<file path="src/bfu_defines.svh">
`ifndef BFU_DEFINES_SVH
`define BFU_DEFINES_SVH

// register offsets on the plain register port (byte addresses)
`define BFU_OFF_FLAGS  8'h00
`define BFU_OFF_STATUS 8'h04
`define BFU_OFF_RETIRE 8'h08

// bit positions inside the status flags register
`define BFU_FLAG_C 0
`define BFU_FLAG_Z 1
`define BFU_FLAG_N 2
`define BFU_FLAG_V 3
`define BFU_FLAG_S 4
`define BFU_FLAG_H 5
`define BFU_FLAG_T 6
`define BFU_FLAG_I 7

// field positions inside the unit status register
`define BFU_STAT_BUSY   0
`define BFU_STAT_OP_LSB 4
`define BFU_STAT_OP_MSB 7

// reset values
`define BFU_FLAGS_RST  8'h00
`define BFU_RETIRE_RST 16'h0000

`endif

</file>
<file path="src/bfu_pkg.sv">
package bfu_pkg;

  // instruction codes presented on the issue port
  typedef enum logic [3:0] {
    bfu_idle_instruction         = 4'h0,
    bfu_io_bit_set_op            = 4'h1,
    bfu_io_bit_clear_op          = 4'h2,
    bfu_logic_left_shift_op      = 4'h3,
    bfu_logic_right_shift_op     = 4'h4,
    bfu_rotate_left_carry_op     = 4'h5,
    bfu_rotate_right_carry_op    = 4'h6,
    bfu_arith_right_shift_op     = 4'h7,
    bfu_nibble_swap_op           = 4'h8,
    bfu_generic_flag_set_op      = 4'h9,
    bfu_generic_flag_clear_op    = 4'hA,
    bfu_bit_to_transfer_flag_op  = 4'hB,
    bfu_transfer_flag_to_bit_op  = 4'hC,
    bfu_sleep_op                 = 4'hD,
    bfu_watchdog_restart_op      = 4'hE
  } bfu_op_t;

  // issue sequencer states, one-hot
  typedef enum logic [1:0] {
    bfu_st_idle     = 2'b01,
    bfu_st_io_write = 2'b10
  } bfu_state_t;

endpackage : bfu_pkg

</file>
<file path="src/bfu_flags.sv">
`timescale 1ns/10ps
`include "bfu_defines.svh"
// next value of the status flags register for one issued instruction
module bfu_flags
  import bfu_pkg::*;
(
  input  wire bfu_op_t    op_i,     // instruction being issued
  input  wire logic [7:0] flags_i,  // current flags
  input  wire logic [2:0] sel_i,    // flag index for set/clear
  input  wire logic       tbit_i,   // selected register bit for bit store
  input  wire logic [3:0] arith_i,  // {v, n, z, c} from the shifter
  output wire logic [7:0] flags_o   // flags after the instruction
);

  // only the five shift/rotate forms touch arithmetic flags; swap does not
  wire shift_op = (op_i == bfu_logic_left_shift_op)   | (op_i == bfu_logic_right_shift_op) |
                  (op_i == bfu_rotate_left_carry_op)  | (op_i == bfu_rotate_right_carry_op) |
                  (op_i == bfu_arith_right_shift_op);

  genvar gi;
  generate
    for (gi = 0; gi < 8; gi++)
    begin : g_flag
      // this bit is the one named by a set/clear instruction
      wire hit     = (sel_i == 3'(gi));
      wire do_set  = (op_i == bfu_generic_flag_set_op) & hit;
      wire do_clr  = (op_i == bfu_generic_flag_clear_op) & hit;
      wire do_tst  = (op_i == bfu_bit_to_transfer_flag_op) & (gi == `BFU_FLAG_T);
      wire do_ari  = shift_op & (gi <= `BFU_FLAG_V);
      // every other instruction leaves the bit as it was
      assign flags_o[gi] = do_set ? 1'b1 :
                           do_clr ? 1'b0 :
                           do_tst ? tbit_i :
                           do_ari ? arith_i[gi] : flags_i[gi];
    end
  endgenerate

endmodule : bfu_flags

</file>
<file path="src/bfu_shift.sv">
`timescale 1ns/10ps
// shift, rotate and swap datapath with its arithmetic flag results
module bfu_shift
  import bfu_pkg::*;
(
  input  wire bfu_op_t    op_i,      // instruction being issued
  input  wire logic [7:0] data_i,    // working register operand
  input  wire logic       carry_i,   // carry flag before the instruction
  output wire logic [7:0] result_o,  // shifted value
  output wire logic       carry_o,   // carry out
  output wire logic       zero_o,    // result is zero
  output wire logic       neg_o,     // result bit 7
  output wire logic       ovf_o      // negative xor carry
);

  // per-operation results, all computed in parallel
  wire [7:0] lsl_val = {data_i[6:0], 1'b0};
  wire [7:0] lsr_val = {1'b0, data_i[7:1]};
  wire [7:0] rol_val = {data_i[6:0], carry_i};
  wire [7:0] ror_val = {carry_i, data_i[7:1]};
  wire [7:0] asr_val = {data_i[7], data_i[7:1]};
  wire [7:0] swp_val = {data_i[3:0], data_i[7:4]};

  // left moves shift bit 7 out, right moves shift bit 0 out
  wire left_op = (op_i == bfu_logic_left_shift_op) | (op_i == bfu_rotate_left_carry_op);

  assign result_o = (op_i == bfu_logic_left_shift_op)   ? lsl_val :
                    (op_i == bfu_logic_right_shift_op)  ? lsr_val :
                    (op_i == bfu_rotate_left_carry_op)  ? rol_val :
                    (op_i == bfu_rotate_right_carry_op) ? ror_val :
                    (op_i == bfu_arith_right_shift_op)  ? asr_val : swp_val;

  // flag results; only consumed for the five shift/rotate forms
  assign carry_o = left_op ? data_i[7] : data_i[0];
  assign zero_o  = (result_o == 8'h00);
  assign neg_o   = result_o[7];
  assign ovf_o   = result_o[7] ^ carry_o;

endmodule : bfu_shift

</file>
<file path="src/bfu_unit.sv">
// Local design decisions: the register offsets and strobed register access.
`timescale 1ns/10ps
`include "bfu_defines.svh"
// Contract
// - I/O bit set: bit to one, two cycles
// - I/O bit clear: bit to zero, two cycles
// - rotate left through carry, flags, one cycle
// - rotate right through carry, flags, one cycle
// - arithmetic right shift keeps bit seven
// - bit store copies register bit into T
// - bit load copies T into register bit
// - interrupt enable sets I only, one cycle
// - interrupt disable clears I only, one cycle
// - signed-test flag set and clear alone
// - overflow flag set and clear alone
// - half-carry flag set and clear alone
// - sleep issues in one cycle, hands off
// - watchdog restart pulses in one cycle
module bfu_unit
  import bfu_pkg::*;
(
  input  wire logic        mclk_i,         // core clock
  input  wire logic        rst_i,          // synchronous reset, active high
  // instruction issue port
  input  wire logic        op_valid_i,     // instruction offered
  input  wire bfu_op_t     op_code_i,      // which instruction
  input  wire logic [2:0]  op_bit_i,       // bit or flag index
  input  wire logic [4:0]  op_rd_addr_i,   // working register number
  input  wire logic [7:0]  op_rd_data_i,   // working register value
  input  wire logic [5:0]  op_io_addr_i,   // I/O register address
  input  wire logic [7:0]  op_io_data_i,   // current I/O register value
  output logic             op_ready_o,     // instruction can be taken
  // working register write-back
  output logic             rd_we_o,        // write-back strobe
  output logic [4:0]       rd_addr_o,      // write-back register number
  output logic [7:0]       rd_data_o,      // write-back value
  // I/O register write
  output logic             io_we_o,        // I/O write strobe
  output logic [5:0]       io_addr_o,      // I/O write address
  output logic [7:0]       io_data_o,      // I/O write value
  // hand-offs to sleep and watchdog logic
  output logic             sleep_req_o,    // one-cycle sleep request
  output logic             wdt_restart_o,  // one-cycle watchdog restart
  output logic [7:0]       flags_o,        // status flags register
  // software register port
  input  wire logic [7:0]  reg_addr_i,     // byte address
  input  wire logic [31:0] reg_wdata_i,    // write data
  input  wire logic        reg_we_i,       // write strobe
  input  wire logic        reg_re_i,       // read strobe
  output logic [31:0]      reg_rdata_o     // read data, one cycle later
);

  // shared decoding
  // helpers and class wires that the paths below read, some by one path only;
  // all of them look at the issue port in the offer cycle

  // one-hot mask for a bit index; used by the I/O ops and by bit load
  function automatic logic [7:0] bfu_bit_mask(input logic [2:0] idx);
    bfu_bit_mask = 8'h01 << idx;
  endfunction : bfu_bit_mask

  bfu_state_t  state;        // issue sequencer
  bfu_state_t  next_state;   // sequencer next value
  logic [15:0] retire_cnt;   // instructions taken since reset or clear
  logic [3:0]  last_op;      // code of the last instruction taken

  // an instruction is taken only when both sides agree
  // ready is registered, so an op never sees its own stall cycle
  wire accept = op_valid_i & op_ready_o;

  // instruction class decode, one wire per group
  wire is_io_set = (op_code_i == bfu_io_bit_set_op);
  wire is_io_clr = (op_code_i == bfu_io_bit_clear_op);
  wire is_io_op  = is_io_set | is_io_clr;
  wire is_shift  = (op_code_i == bfu_logic_left_shift_op)   |
                   (op_code_i == bfu_logic_right_shift_op)  |
                   (op_code_i == bfu_rotate_left_carry_op)  |
                   (op_code_i == bfu_rotate_right_carry_op) |
                   (op_code_i == bfu_arith_right_shift_op)  |
                   (op_code_i == bfu_nibble_swap_op);
  wire is_bld    = (op_code_i == bfu_transfer_flag_to_bit_op);
  wire is_sleep  = (op_code_i == bfu_sleep_op);
  wire is_wdr    = (op_code_i == bfu_watchdog_restart_op);

  // selected-bit mask shared by the read-modify-write paths
  wire [7:0] sel_mask = bfu_bit_mask(op_bit_i);

  // datapath
  // every result is formed each cycle from the offered operands;
  // the strobes further down decide which of them lands anywhere

  // shifter results
  wire [7:0] sh_result;   // shifted or swapped value
  wire       sh_carry;    // carry out
  wire       sh_zero;     // zero result
  wire       sh_neg;      // negative result
  wire       sh_ovf;      // overflow, n xor c

  bfu_shift u_shift (
    .op_i     (op_code_i),
    .data_i   (op_rd_data_i),
    .carry_i  (flags_o[`BFU_FLAG_C]),
    .result_o (sh_result),
    .carry_o  (sh_carry),
    .zero_o   (sh_zero),
    .neg_o    (sh_neg),
    .ovf_o    (sh_ovf)
  );

  // bit load: only the chosen bit takes T, the rest stay
  wire [7:0] bld_result = flags_o[`BFU_FLAG_T] ? (op_rd_data_i | sel_mask)
                                               : (op_rd_data_i & ~sel_mask);

  // write-back value for the working register
  wire [7:0] wb_value = is_bld ? bld_result : sh_result;

  // I/O read-modify-write: only the chosen bit changes
  wire [7:0] io_set_val = op_io_data_i | sel_mask;
  wire [7:0] io_clr_val = op_io_data_i & ~sel_mask;
  wire [7:0] io_value   = is_io_set ? io_set_val : io_clr_val;

  // bit store source bit out of the register operand
  wire store_bit = op_rd_data_i[op_bit_i];

  // flags after the instruction; I/O, swap, bit load, sleep,
  // watchdog and idle all pass the flags through unchanged
  wire [7:0] op_flags;

  bfu_flags u_flags (
    .op_i    (op_code_i),
    .flags_i (flags_o),
    .sel_i   (op_bit_i),
    .tbit_i  (store_bit),
    .arith_i ({sh_ovf, sh_neg, sh_zero, sh_carry}),
    .flags_o (op_flags)
  );

  // register port decode
  // only the low byte of the flags and status words and the low half of the retire word are mapped, the rest reads zero;
  // a write to the status offset has no storage and is dropped

  wire hit_flags  = (reg_addr_i == `BFU_OFF_FLAGS);   // flags register
  wire hit_status = (reg_addr_i == `BFU_OFF_STATUS);  // unit status, read only
  wire hit_retire = (reg_addr_i == `BFU_OFF_RETIRE);  // retire counter

  wire wr_flags  = reg_we_i & hit_flags;   // software flag write
  wire wr_retire = reg_we_i & hit_retire;  // any write clears the counter

  // unit status view: busy bit and the code of the last instruction,
  // placed by the field macros so software and logic share one map
  wire         io_busy = (state == bfu_st_io_write);  // I/O write still pending
  logic [31:0] status_word;                            // assembled status view

  // unused status bits read as zero
  always_comb
  begin
    status_word                                    = 32'h00000000;
    status_word[`BFU_STAT_BUSY]                    = io_busy;
    status_word[`BFU_STAT_OP_MSB:`BFU_STAT_OP_LSB] = last_op;
  end

  // read mux; an unmapped address reads as zero
  wire [31:0] read_mux = hit_flags  ? {24'h000000, flags_o} :
                         hit_status ? status_word :
                         hit_retire ? {16'h0000, retire_cnt} : 32'h00000000;

  // issue sequencer
  // the only behaviour spanning more than one cycle lives here;
  // two states, so an illegal code can only come from a flipped bit

  // I/O ops hold the port for a second cycle to finish the write;
  // everything else completes in the cycle it is taken
  always_comb
  begin
    next_state = state;
    unique case (state)
      bfu_st_idle:
      begin
        // a taken I/O op occupies one more cycle
        if (accept && is_io_op)
        begin
          next_state = bfu_st_io_write;
        end
      end
      bfu_st_io_write:
      begin
        // write strobe rises and the port frees at the next edge
        next_state = bfu_st_idle;
      end
      default:
      begin
        // illegal one-hot code, recover to idle
        next_state = bfu_st_idle;
      end
    endcase
  end

  // sequencer state register
  always_ff @(posedge mclk_i)
  begin
    if (rst_i)
      state <= bfu_st_idle;
    else
      state <= next_state;
  end

  // ready drops for the second cycle of an I/O op only
  always_ff @(posedge mclk_i)
  begin
    if (rst_i)
      op_ready_o <= 1'b0;
    else
      op_ready_o <= (next_state == bfu_st_idle);
  end

  // I/O write path
  // the core owns the I/O space; this unit proposes one write and
  // leaves arbitration with other writers to the core

  // address and value are captured when the op is taken, so the core
  // may move on to the next operand while the write is pending
  always_ff @(posedge mclk_i)
  begin
    if (rst_i)
    begin
      io_addr_o <= 6'h00;
      io_data_o <= 8'h00;
    end
    else if (accept && is_io_op)
    begin
      io_addr_o <= op_io_addr_i;
      io_data_o <= io_value;
    end
  end

  // strobe rises in the cycle after the stall, once the port is free again;
  // driving it from state rather than accept means address and
  // data have already settled for a full cycle when it rises
  always_ff @(posedge mclk_i)
  begin
    if (rst_i)
      io_we_o <= 1'b0;
    else
      io_we_o <= (state == bfu_st_io_write);
  end

  // working register write-back
  // the core merges this write into its register file; nothing
  // here forwards the value to a following instruction

  // shifts, swap and bit load write back one cycle after issue
  always_ff @(posedge mclk_i)
  begin
    if (rst_i)
    begin
      rd_we_o   <= 1'b0;
      rd_addr_o <= 5'h00;
      rd_data_o <= 8'h00;
    end
    else
    begin
      rd_we_o <= accept & (is_shift | is_bld);
      // data and address only move on a write, so they read as stable
      if (accept && (is_shift || is_bld))
      begin
        rd_addr_o <= op_rd_addr_i;
        rd_data_o <= wb_value;
      end
    end
  end

  // sleep and watchdog hand-off
  // neither power saving nor the watchdog count is modelled here;
  // the unit only marks the cycle in which the request was taken

  // single-cycle pulses; the receiving logic owns what follows
  always_ff @(posedge mclk_i)
  begin
    if (rst_i)
    begin
      sleep_req_o   <= 1'b0;
      wdt_restart_o <= 1'b0;
    end
    else
    begin
      sleep_req_o   <= accept & is_sleep;
      wdt_restart_o <= accept & is_wdr;
    end
  end

  // status flags register
  // the single piece of architectural state held by this unit;
  // it also feeds the carry into the rotates and T into bit load

  // a software write overrides an instruction in the same cycle; the
  // core is expected not to race itself, so the simpler priority won
  always_ff @(posedge mclk_i)
  begin
    if (rst_i)
      flags_o <= `BFU_FLAGS_RST;
    else if (wr_flags)
      flags_o <= reg_wdata_i[7:0];
    else if (accept)
      flags_o <= op_flags;
  end

  // bookkeeping visible to software
  // debug aids only; no instruction reads them back, and
  // a reset clears them together with everything else

  // retire counter wraps silently; a clear beats a count
  // sixteen bits is plenty between two clears in a debug session
  always_ff @(posedge mclk_i)
  begin
    if (rst_i)
      retire_cnt <= `BFU_RETIRE_RST;
    else if (wr_retire)
      retire_cnt <= `BFU_RETIRE_RST;
    else if (accept)
      retire_cnt <= retire_cnt + 16'h0001;
  end

  // last taken instruction code, for debug reads
  // the illegal code is recorded too, which helps spot a bad fetch
  always_ff @(posedge mclk_i)
  begin
    if (rst_i)
      last_op <= 4'h0;
    else if (accept)
      last_op <= op_code_i;
  end

  // read data stands only in the cycle after the read strobe
  // returning zero otherwise keeps stale words off the port
  always_ff @(posedge mclk_i)
  begin
    if (rst_i)
      reg_rdata_o <= 32'h00000000;
    else if (reg_re_i)
      reg_rdata_o <= read_mux;
    else
      reg_rdata_o <= 32'h00000000;
  end

endmodule : bfu_unit

</file>
<file path="config.mk">
export PLATFORM = sky130hd
export DESIGN_NAME = bfu_unit
export DESIGN_NICKNAME = d
export VERILOG_FILES = /design/src/bfu_pkg.sv /design/src/bfu_flags.sv /design/src/bfu_shift.sv /design/src/bfu_unit.sv
export VERILOG_INCLUDE_DIRS = /design/src
export SDC_FILE = /design/constraint.sdc
export NUM_CORES = 1
export LEC_CHECK = 0
export BUFFER_PORTS_ARGS = -buffer_cell sky130_fd_sc_hd__buf_2
export CAP_MARGIN = 20
export CORE_MARGIN = 4
export CORE_UTILIZATION = 50
export DETAILED_ROUTE_END_ITERATION = 16
export PLACE_DENSITY = 0.82
export SLEW_MARGIN = 20
export SYNTH_ARGS = -nofsm -noshare
export SYNTH_HDL_FRONTEND = slang
export SYNTH_SLANG_ARGS = --single-unit
export TNS_END_PERCENT = 20
</file>
<file path="constraint.sdc">
create_clock -name mclk_i -period 2.55 [get_ports mclk_i]
set_input_delay 0.3825 -clock mclk_i [delete_from_list [all_inputs] [get_ports mclk_i]]
set_output_delay 0.3825 -clock mclk_i [all_outputs]
set_load 0.01 [all_outputs]
</file>
==> results of run 1 <==
-- cells in the mapped netlist, types with 7 or more instances --
| library cell | count | share of area (%) |
|---|---|---|
| a211oi_1 | 11 | 2.0 |
| a21oi_1 | 26 | 3.2 |
| and2_1 | 11 | 1.7 |
| buf_2 | 15 | 1.9 |
| buf_4 | 17 | 3.2 |
| clkbuf_1 | 14 | 1.3 |
| dfxtp_1 | 78 | 39 |
| inv_1 | 7 | 0.65 |
| mux2i_1 | 24 | 6.0 |
| nand2_1 | 73 | 6.8 |
| nand2b_1 | 10 | 1.6 |
| nand4_1 | 9 | 1.4 |
| nor2_1 | 59 | 5.5 |
| nor3_1 | 16 | 2.0 |
| o21ai_0 | 8 | 0.99 |
| o21ai_1 | 9 | 1.1 |
| xor2_1 | 10 | 2.2 |
-- registers in the layout, indices dropped and copies added (netlist names), 2 cells and up --
| name | cells |
|---|---|
| state | 2 |
| flags_o | 8 |
| io_addr_o | 6 |
| rd_addr_o | 5 |
| last_op | 4 |
| retire_cnt | 16 |
| reg_rdata_o | 16 |
| io_data_o | 8 |
| rd_data_o | 8 |
-- cells in the final DEF, fill, tap and decap left out, types with 3 or more instances in the layout --
cell type / instances
a211oi_1: 11
a21o_1: 3
a21oi_1: 26
a22oi_1: 4
a311o_1: 3
a31oi_1: 5
and2_1: 11
and3_1: 4
and4_1: 3
buf_2: 110
buf_4: 12
clkbuf_8: 9
conb_1: 16
dfxtp_1: 78
inv_1: 7
inv_2: 4
inv_6: 3
mux2i_1: 24
nand2_1: 73
nand2b_1: 10
nand3_1: 6
nand3b_1: 4
nand4_1: 9
nor2_1: 59
nor2b_1: 4
nor3_1: 16
nor4_1: 3
o211ai_1: 6
o21ai_0: 8
o21ai_1: 9
o22ai_1: 4
o32ai_1: 4
or3_1: 4
xnor2_1: 6
xor2_1: 10
-- metal layers --
layer | up-vias | GRT usage (%)
met4 | 0 | 7.03
met3 | 31 | 7.93
met1 | 1834 | 28.8
li1 | 1930 | -
met5 | - | 0
met2 | 192 | 34.8
-- power by group through the flow --
| stage | sequential, W | clock, W | combinational (W) |
|---|---|---|---|
| 6_report | 0.00125 | 0.000961 | 0.000339 |
| 5_1_grt | 0.00126 | 0.00103 | 0.000367 |
| 4_1_cts | 0.00125 | 0.000979 | 0.000333 |
| 3_5_place_dp | 0.00128 | 0 | 0.000331 |
| 2_1_floorplan | 0.00129 | 0 | 0.000222 |
| 3_3_place_gp | 0.00128 | 0 | 0.000323 |
-- kinds of logic (layout without fill, tap and decap cells) --
group | after synthesis | after routing | synth area share, %
buf+inv | 59 | 150 | 7.54
compound gates | 103 | 103 | 17.6
flops | 78 | 78 | 38.7
other cells | 1 | 16 | 0.0930
fa+ha+maj | 1 | 1 | 0.310
simple gates | 213 | 213 | 25.2
mux | 26 | 26 | 7.07
xor+xnor | 16 | 16 | 3.47
-- per-stage QoR --
step | setup WS, ps | total power [W] | instance area, sq um
floorplan | 670 | 0.00151 | 4090
global placement | 317 | 0.00160 | 4610
detailed placement | 284 | 0.00161 | 4610
CTS | 640 | 0.00257 | 4810
global route | 450 | 0.00265 | 4810
finish | 585 | 0.00255 | 4810
-- area by class of cell --
class	instances	area (sq um)
repair buffers	122	641
clock buffers	9	124
well taps	102	128
clock inverters	7	80.1
inverters	12	45.0
fillers	742	2960
multi-input cells	375	2230
flip-flops and latches	78	1560
-- final timing paths --
kind | slack, ps | endpoint | startpoint
min | 250 | rd_addr_o[4] | op_rd_addr_i[4]
max | 590 | flags_o[1] | op_code_i[1]
min reg2reg | 460 | rd_addr_o[4] | rd_addr_o[4]
max reg2reg | 740 | retire_cnt[12] | retire_cnt[1]
-- worst min-delay path: stages --
cell and delay, ps:
buf_2 100, nand2_1 40, a21oi_1 50
==> run metrics, run 1 <==
run status=finished, final reports clean; sw power=a little over 0.0007 W; PwrDens=~530 nW/um^2; row count=32; Finished Layout Cells=705; hold_ws=251 ps; Synth cell types=62; FF+latch count, synth=78; RSZ-0062 raised after global routing=no; M1 WL=between 4 and 5 mm; Internal Power=approximately 0.0018 W; CTS Hold Bufs=0; clock skew=~6.0 ps; clock sink total=78; VDD IR-drop max=roughly 0.00033 V; Worst Reg-to-Reg Cells=6; fin nets=a little under 700; CP Depth=7; DP Wirelength=just over 8 mm; largest net degree at the start of global routing=43; Seq/Total Area, Yosys=between 30% and 40%; Final Slew Violations=0; FMAX=between 0.5 and 0.6 GHz; fin crit period=1960 ps; Final Cycle Share=around 77%; Hold Path Class=in2reg; hold-critical path depth=3; Worst path max stage delay=470 ps; crit path cell chain=buf_2 > xnor2_1 > or2_1 > a21oi_1 > nor4b_1 > nand4_1 > a211oi_1; Vias=3987; detailed-routed wire length on met3=approximately 1.2 mm; Net Sw Frac=between 20 and 30%; final WL=~11 mm; CTS Root Cell=clkbuf_8; TritonRoute pass-1 iters=5; Chip Width=between 90 and 100 microns; dpl cells=just under 700; CTS Buffer Depth=2; met2 routed WL=4.88 mm; initial antenna violation count=0; Max Cap Viol=0; share of power burned in registers=around half; Syn Inst Count=around 500; Slew HR=57.6%; antenna viol nets, final=0; critical path type=in2reg; # setup viols final=0; synthesized area per cell=roughly 8.1 sq um; initial DRC count=306; share of cells above drive strength 1=25.0%; CP endpoint kind=flip-flop; crit path DAT=between 2000 and 2500 ps; total CTS buffers=9; Die Y=just under 100 microns; post-synthesis cell area=4030 sq um; Logic pwr share=13.3%; Initial Utilization=between 50% and 60%; port bufs=between 100 and 150; Post-synth ARST share=0%; final core occ=61.9%; CTS tree=built; Core ar.=roughly 8000 sq um; # DRC=0; Antenna Cells=0; routed length per instance=between 15 and 20 microns; Worst-path clk slew=90 ps; Final Hold Vio Count=0; CP Max Fanout=20; grt ovf=0; number of H-tree levels=3; CP top delay family=simple AND/OR/NAND/NOR gates; CP Launch Type=input port; WP data required=2820 ps; Static Leak=about 2.0 nW; global-route wire length before repair=roughly 18 mm; slowest CP cell=xnor2_1; number of synthesized flops with an enable pin=0; post-DR vias/cell=around 5.7; DIE AREA=between 9000 and 10000 sq um; max layer used=met4; Ports=151; setup repair bufs after CTS=0; Syn-to-layout area delta=19.3%; main flop type after synthesis=dfxtp_1; Clock Latency Late Sink=360 ps; Clock power frac=37.6%; Worst Path Buf+Inv=1; Overall Global Routing Usage=around 22%; RePlAce Congestion=0.952; Setup Total Neg Slack=0 ps; Least-Margin Pin Slew=~630 ps; yosys warns=0; vias in the first global route=3672; CTS resizes=0
No activity file was read; power rests on OpenSTA's default activity.
==> inputs of run 2 (changes only) <==
==> constraint.sdc (replaced) <==
create_clock -name mclk_i -period 2 [get_ports mclk_i]
set_input_delay 0.3 -clock mclk_i [delete_from_list [all_inputs] [get_ports mclk_i]]
set_output_delay 0.3 -clock mclk_i [all_outputs]
set_load 0.01 [all_outputs]
==> run metrics, run 2 (same netlist as run 1, synthesis figures left out) <==
clock sink total=78 (unchanged); Chip Width=97.8 microns (unchanged); Finished Layout Cells=728 (+3.3%); Die Y=97.8 microns (unchanged); Regs by FF count=reg_rdata_o x16, retire_cnt x16; TritonRoute pass-1 iters=7 (+2); Clock power frac=35.1% (-2.5 points); dpl cells=712 (+3.3%); Final Slew Violations=0 (unchanged); Setup Total Neg Slack=0 ps (unchanged); VDD IR-drop max=0.000419 V (+27%); Final Cycle Share=between 90% and 100%; Logic pwr share=14.7% (+1.4 points); pre-CTS setup slack=47.7 ps (-236 ps); WP data required=2300 ps (-520 ps); r2r setup slk=180 ps (-560 ps); Vias=4028 (+1.0%); port bufs=110 (unchanged); R2R Path End=retire_cnt[14]; Initial Utilization=51.9% (unchanged); Internal Power=0.00224 W (+22%); most common cell after layout, fill and taps aside=buf_2; sw power=0.000935 W (+30%); r2r startpoint=retire_cnt[1]; grt ovf=0 (unchanged); hold-critical path depth=3 (unchanged); fin nets=701 (+3.4%); CP endpoint kind=flip-flop; run status=finished, final reports clean; total power=0.00318 W (+24%); # DRC=0 (unchanged); setup repair bufs after CTS=0 (unchanged); Worst Reg-to-Reg Cells=6 (unchanged); Max Cap Viol=0 (unchanged); share of cells above drive strength 1=27.8% (+2.8 points); Worst-path clk slew=90 ps (about the same); initial antenna violation count=0 (unchanged); CTS Root Cell=clkbuf_8; RSZ-0062 raised after global routing=no; hold_sp=reg_wdata_i[0]; largest net degree at the start of global routing=43 (unchanged); CP Launch Type=flip-flop; Ports=151 (unchanged); initial DRC count=265 (-13%); critical path type=reg2reg; clock skew=6.45 ps (+0.474 ps); final core occ=64.1% (+2.1 points); fin crit period=around 1800 ps; RePlAce Congestion=0.923 (-3.0%); FMAX=approximately 0.55 GHz; PwrDens=638 nW/um^2 (+20%); share of power burned in registers=50.3% (+1.2 points); Hold Path Class=in2reg; Static Leak=2.14 nW (+5.0%); final worst setup slack=180 ps (-405 ps); DIE AREA=9570 sq um (unchanged); Worst Hold Path EP=flags_o[0]; commonest cells after routing, fill and taps aside=buf_2 (110), dfxtp_1 (78), nand2_1 (73), nor2_1 (59), buf_4 (34); number of H-tree levels=3 (unchanged); CTS tree=built; Syn-to-layout area delta=23.4%; global-route wire length before repair=18.8 mm (+7.0%); post-DR vias/cell=5.53 (-2.2%); routed length per instance=15.5 microns (-0.72%); Core ar.=7770 sq um (unchanged); DP Wirelength=8.49 mm (+2.8%); row count=32 (unchanged); Net Sw Frac=29.4% (+1.2 points); Overall Global Routing Usage=23.8% (+1.6 points); vias in the first global route=3855 (+5.0%); Antenna Cells=0 (unchanged); CTS resizes=0 (unchanged); crit path DAT=2120 ps (-120 ps); final WL=11.3 mm (+2.5%); CTS Hold Bufs=0 (unchanged); total CTS buffers=9 (unchanged); CTS Buffer Depth=2 (unchanged); antenna viol nets, final=0 (unchanged); Clock Latency Late Sink=360 ps (about the same); Final Hold Vio Count=0 (unchanged); # setup viols final=0 (unchanged); CP Max Fanout=5 (-75%)
-- run 2: changes by cell type in the layout (fill, tap and decap cells not counted), sizes merged --
cell      before  now
clkinvlp       1    2
buf          122  145
bufinv         1    0
-- run 2: metal layers --
layer | GRT usage [%] | vias to the layer above | wire, microns
met4 | 6.39 | 0 | 148
met2 | 36.9 | 211 | 5060
met1 | 31.2 | 1832 | 4700
met5 | 0 | - | 0
met3 | 9.29 | 17 | 1350
li1 | - | 1968 | -
-- run 2: layout make-up --
class | count | area [sq um]
Fill cell | 682 | 2790
Multi-Input combinational cell | 375 | 2230
Sequential cell | 78 | 1560
Timing Repair Buffer | 145 | 826
Tap cell | 102 | 128
Clock buffer | 9 | 124
Clock inverter | 7 | 61.3
Inverter | 12 | 45.0
-- run 2: power by group through the flow --
stage	registers (W)	logic [W]	clock network, W
final	0.00160	0.000466	0.00111
after global routing	0.00160	0.000513	0.00121
after CTS	0.00160	0.000460	0.00114
after detailed placement	0.00163	0.000456	0
after global placement	0.00163	0.000447	0
after floorplan	0.00164	0.000282	0
-- run 2: stage by stage --
stage          instance area [sq um]  hold WS [ps]
2_1_floorplan                   4090           427
3_3_place_gp                    4790           440
3_5_place_dp                    4790           448
4_1_cts                         4980           160
5_1_grt                         4980           166
6_report                        4980           165
-- run 2: worst max-delay path, stage by stage (launching register included) --
cell and delay, ps:
dfxtp_1 450, ha_1 210, nand4_1 130, nor2_1 230
nand3_1 210, or3_1 380, a21oi_1 150
-- run 2: worst max path at each step --
| stage | cells past startpoint | to | startpoint |
|---|---|---|---|
| after CTS | 6 | retire_cnt[14] | retire_cnt[1] |
| after floorplan | 7 | flags_o[1] | op_code_i[1] |
| after global routing | 6 | retire_cnt[14] | retire_cnt[1] |
| final | 6 | retire_cnt[14] | retire_cnt[1] |
| after detailed placement | 7 | flags_o[1] | op_code_i[1] |
| after global placement | 7 | flags_o[1] | op_code_i[1] |
==> inputs of run 3 (changes only) <==
--- a/config.mk
+++ b/config.mk
@@ -6,6 +6,7 @@
 export SDC_FILE = /design/constraint.sdc
 export NUM_CORES = 1
 export LEC_CHECK = 0
+export ABC_AREA = 1
 export BUFFER_PORTS_ARGS = -buffer_cell sky130_fd_sc_hd__buf_2
 export CAP_MARGIN = 20
 export CORE_MARGIN = 4
==> run metrics, run 3 <==
Max Cap Viol=0 (unchanged); Core ar.=7890 sq um (+1.5%); fin nets=794 (+13%); placed inst area=4730 sq um (-1.3%); M1 WL=5.02 mm (+6.9%); number of synthesized flops with an enable pin=0 (unchanged); CP Max Fanout=4 (-1); VDD IR-drop max=0.000330 V (-21%); met2 routed WL=5.57 mm (+10%); Final Cycle Share=89.9% (-1.1 points); Final Cell Area=4900 sq um (-1.5%); # setup viols final=0 (unchanged); setup repair bufs after CTS=0 (unchanged); CP Launch Type=flip-flop; post-synth top area share=37.9% (-0.86 points); CTS Buffer Depth=2 (unchanged); Worst-path clk slew=80 ps (about the same); Seq/Total Area, Yosys=37.9% (-0.86 points); Clock Latency Late Sink=350 ps (about the same); total CTS buffers=9 (unchanged); global-route wire length before repair=19.6 mm (+4.4%); leading area contributor after synthesis=dfxtp_1; Initial Utilization=52.3% (+0.37 points); Reg area=1560 sq um (unchanged); WP data required=2290 ps (about the same); # DRC=0 (unchanged); Setup Total Neg Slack=0 ps (unchanged); DIE AREA=9770 sq um (+2.1%); CTS tree=built; Regs by FF count=reg_rdata_o x16, retire_cnt x16; Static Leak=2.30 nW (+7.4%); Ports=151 (unchanged); Die Y=98.8 microns (+1.0%); commonest cells after routing, fill and taps aside=nand2_1 (113), buf_2 (110), dfxtp_1 (78), nor2_1 (77), inv_1 (60); most common cell in the netlist=nand2_1; Overall Global Routing Usage=24.5% (+0.70 points); yosys warns=0 (unchanged); Filler cells=742 (+8.8%); Synth area leaders=dfxtp_1 (38%), nand2_1 (10%), nor2_1 (7.1%); clock sink total=78 (unchanged); FMAX=0.556 GHz (+1.2%); routed length per instance=14.8 microns (-4.2%); grt ovf=0 (unchanged); Slew HR=~53%; Syn Inst Count=600 (+21%); share of cells above drive strength 1=23.8% (-4.0 points); vias in the first global route=4113 (+6.7%); DP Wirelength=9.35 mm (+10%); Antenna Cells=0 (unchanged); max layer used=met4; RSZ-0062 raised after global routing=no; TritonRoute pass-1 iters=6 (-1); fin crit period=1800 ps (-21.9 ps); total power=0.00310 W (-2.4%); row count=32 (unchanged); initial antenna violation count=0 (unchanged); PwrDens=632 nW/um^2 (-0.95%); Final Hold Vio Count=0 (unchanged); synthesized area per cell=6.87 sq um (-15%); initial DRC count=325 (+23%); most common cell after layout, fill and taps aside=nand2_1; Hold Path Class=in2reg; post-synthesis cell area=4120 sq um (+2.3%); CP endpoint kind=flip-flop; detailed-routed wire length on met3=1.17 mm (-14%); largest net degree at the start of global routing=29 (-33%); antenna viol nets, final=0 (unchanged); FF+latch count, synth=78 (unchanged); clock skew=5.04 ps (-1.41 ps); final WL=12.2 mm (+8.0%); Post-synth top cells=nand2_1 (113), dfxtp_1 (78), nor2_1 (78); multi-input logic area=2130 sq um (-4.8%); Least-Margin Pin Slew=695 ps; crit path DAT=2090 ps (-30 ps); main flop type after synthesis=dfxtp_1; number of H-tree levels=3 (unchanged); CTS Hold Bufs=0 (unchanged); Final Slew Violations=0 (unchanged); CTS Root Cell=clkbuf_8; Vias=4432 (+10%); post-DR vias/cell=5.40 (-2.3%); Post-synth ARST share=0% (unchanged); Chip Width=98.8 microns (+1.0%); Syn-to-layout area delta=18.9%; RePlAce Congestion=0.953 (+3.3%); run status=finished, final reports clean; port bufs=110 (unchanged); critical path type=reg2reg; Synth cell types=43 (-31%)
run 3: cells by family (layout without fill, tap and decap cells):
family                     Yosys count  in the layout  synth area share [%]
AOI/OAI and AO/OA                  148            148                  20.1
xor gates and xnor gates             4              4                 0.849
adders and majority gates            1              1                 0.303
buffers and inverters              104            207                  12.0
DFF                                 78             78                  37.9
other                                1             16                0.0909
and+or+nand+nor                    264            264                  28.7
run 3: path summary, 6_finish.rpt:
path	startpoint	to	slack, ps	cells after the start
max	op_ready_o	retire_cnt[15]	200	11
min	op_io_addr_i[2]	io_addr_o[2]	170	3
max reg2reg	op_ready_o	retire_cnt[15]	200	11
min reg2reg	retire_cnt[8]	reg_rdata_o[8]	460	2
run 3: cell type report:
class / count / share of cell area [%]
multi-input cells: 433 / 43.3
clock buffers: 10 / 2.81
well taps: 102 / 2.60
clock inverters: 5 / 0.714
repair buffers: 122 / 13.3
inverters: 70 / 5.38
flip-flops and latches: 78 / 31.8
run 3: worst max-delay path: stages (launching register included):
cell     delay, ps
dfxtp_1        330
nand2_1         90
inv_2           70
nand2_1         60
inv_1           80
nand3_1        130
nor2_2         180
nand2_1        130
nor2_1         170
nand4_1        150
or2_0          230
a21oi_1        110
run 3: repair_timing:
item                                    4_1_cts  5_1_grt
endpoints found under the setup margin        0        1
resized for setup                             0        1
hold endpoints to repair                      0        0
run 3: where the power goes:
| group | switching, W | total (W) | internal [W] | leakage (nW) |
|---|---|---|---|---|
| sequential | 0.0000195 | 0.00160 | 0.00158 | 0.632 |
| combinational | 0.000284 | 0.000432 | 0.000149 | 1.58 |
| clock | 0.000586 | 0.00107 | 0.000480 | 0.0885 |
run 3: metrics by stage:
| step | std cells | util (%) | hold slack, ps | setup slack (ps) |
|---|---|---|---|---|
| 2_1_floorplan | 615 | - | 379 | 388 |
| 3_3_place_gp | 805 | 60.0 | 426 | 163 |
| 3_5_place_dp | 805 | 60.0 | 441 | 60.0 |
| 4_1_cts | 820 | 62.2 | 164 | 210 |
| 5_1_grt | 820 | 62.2 | 174 | 29.5 |
| 6_report | 820 | 62.2 | 173 | 202 |
run 3: routing by layer:
metal / vias to the layer above / track usage, %
met5: - / 0
met4: 0 / 10.4
met3: 31 / 5.02
met2: 242 / 39.9
met1: 1973 / 31.5
li1: 2186 / -
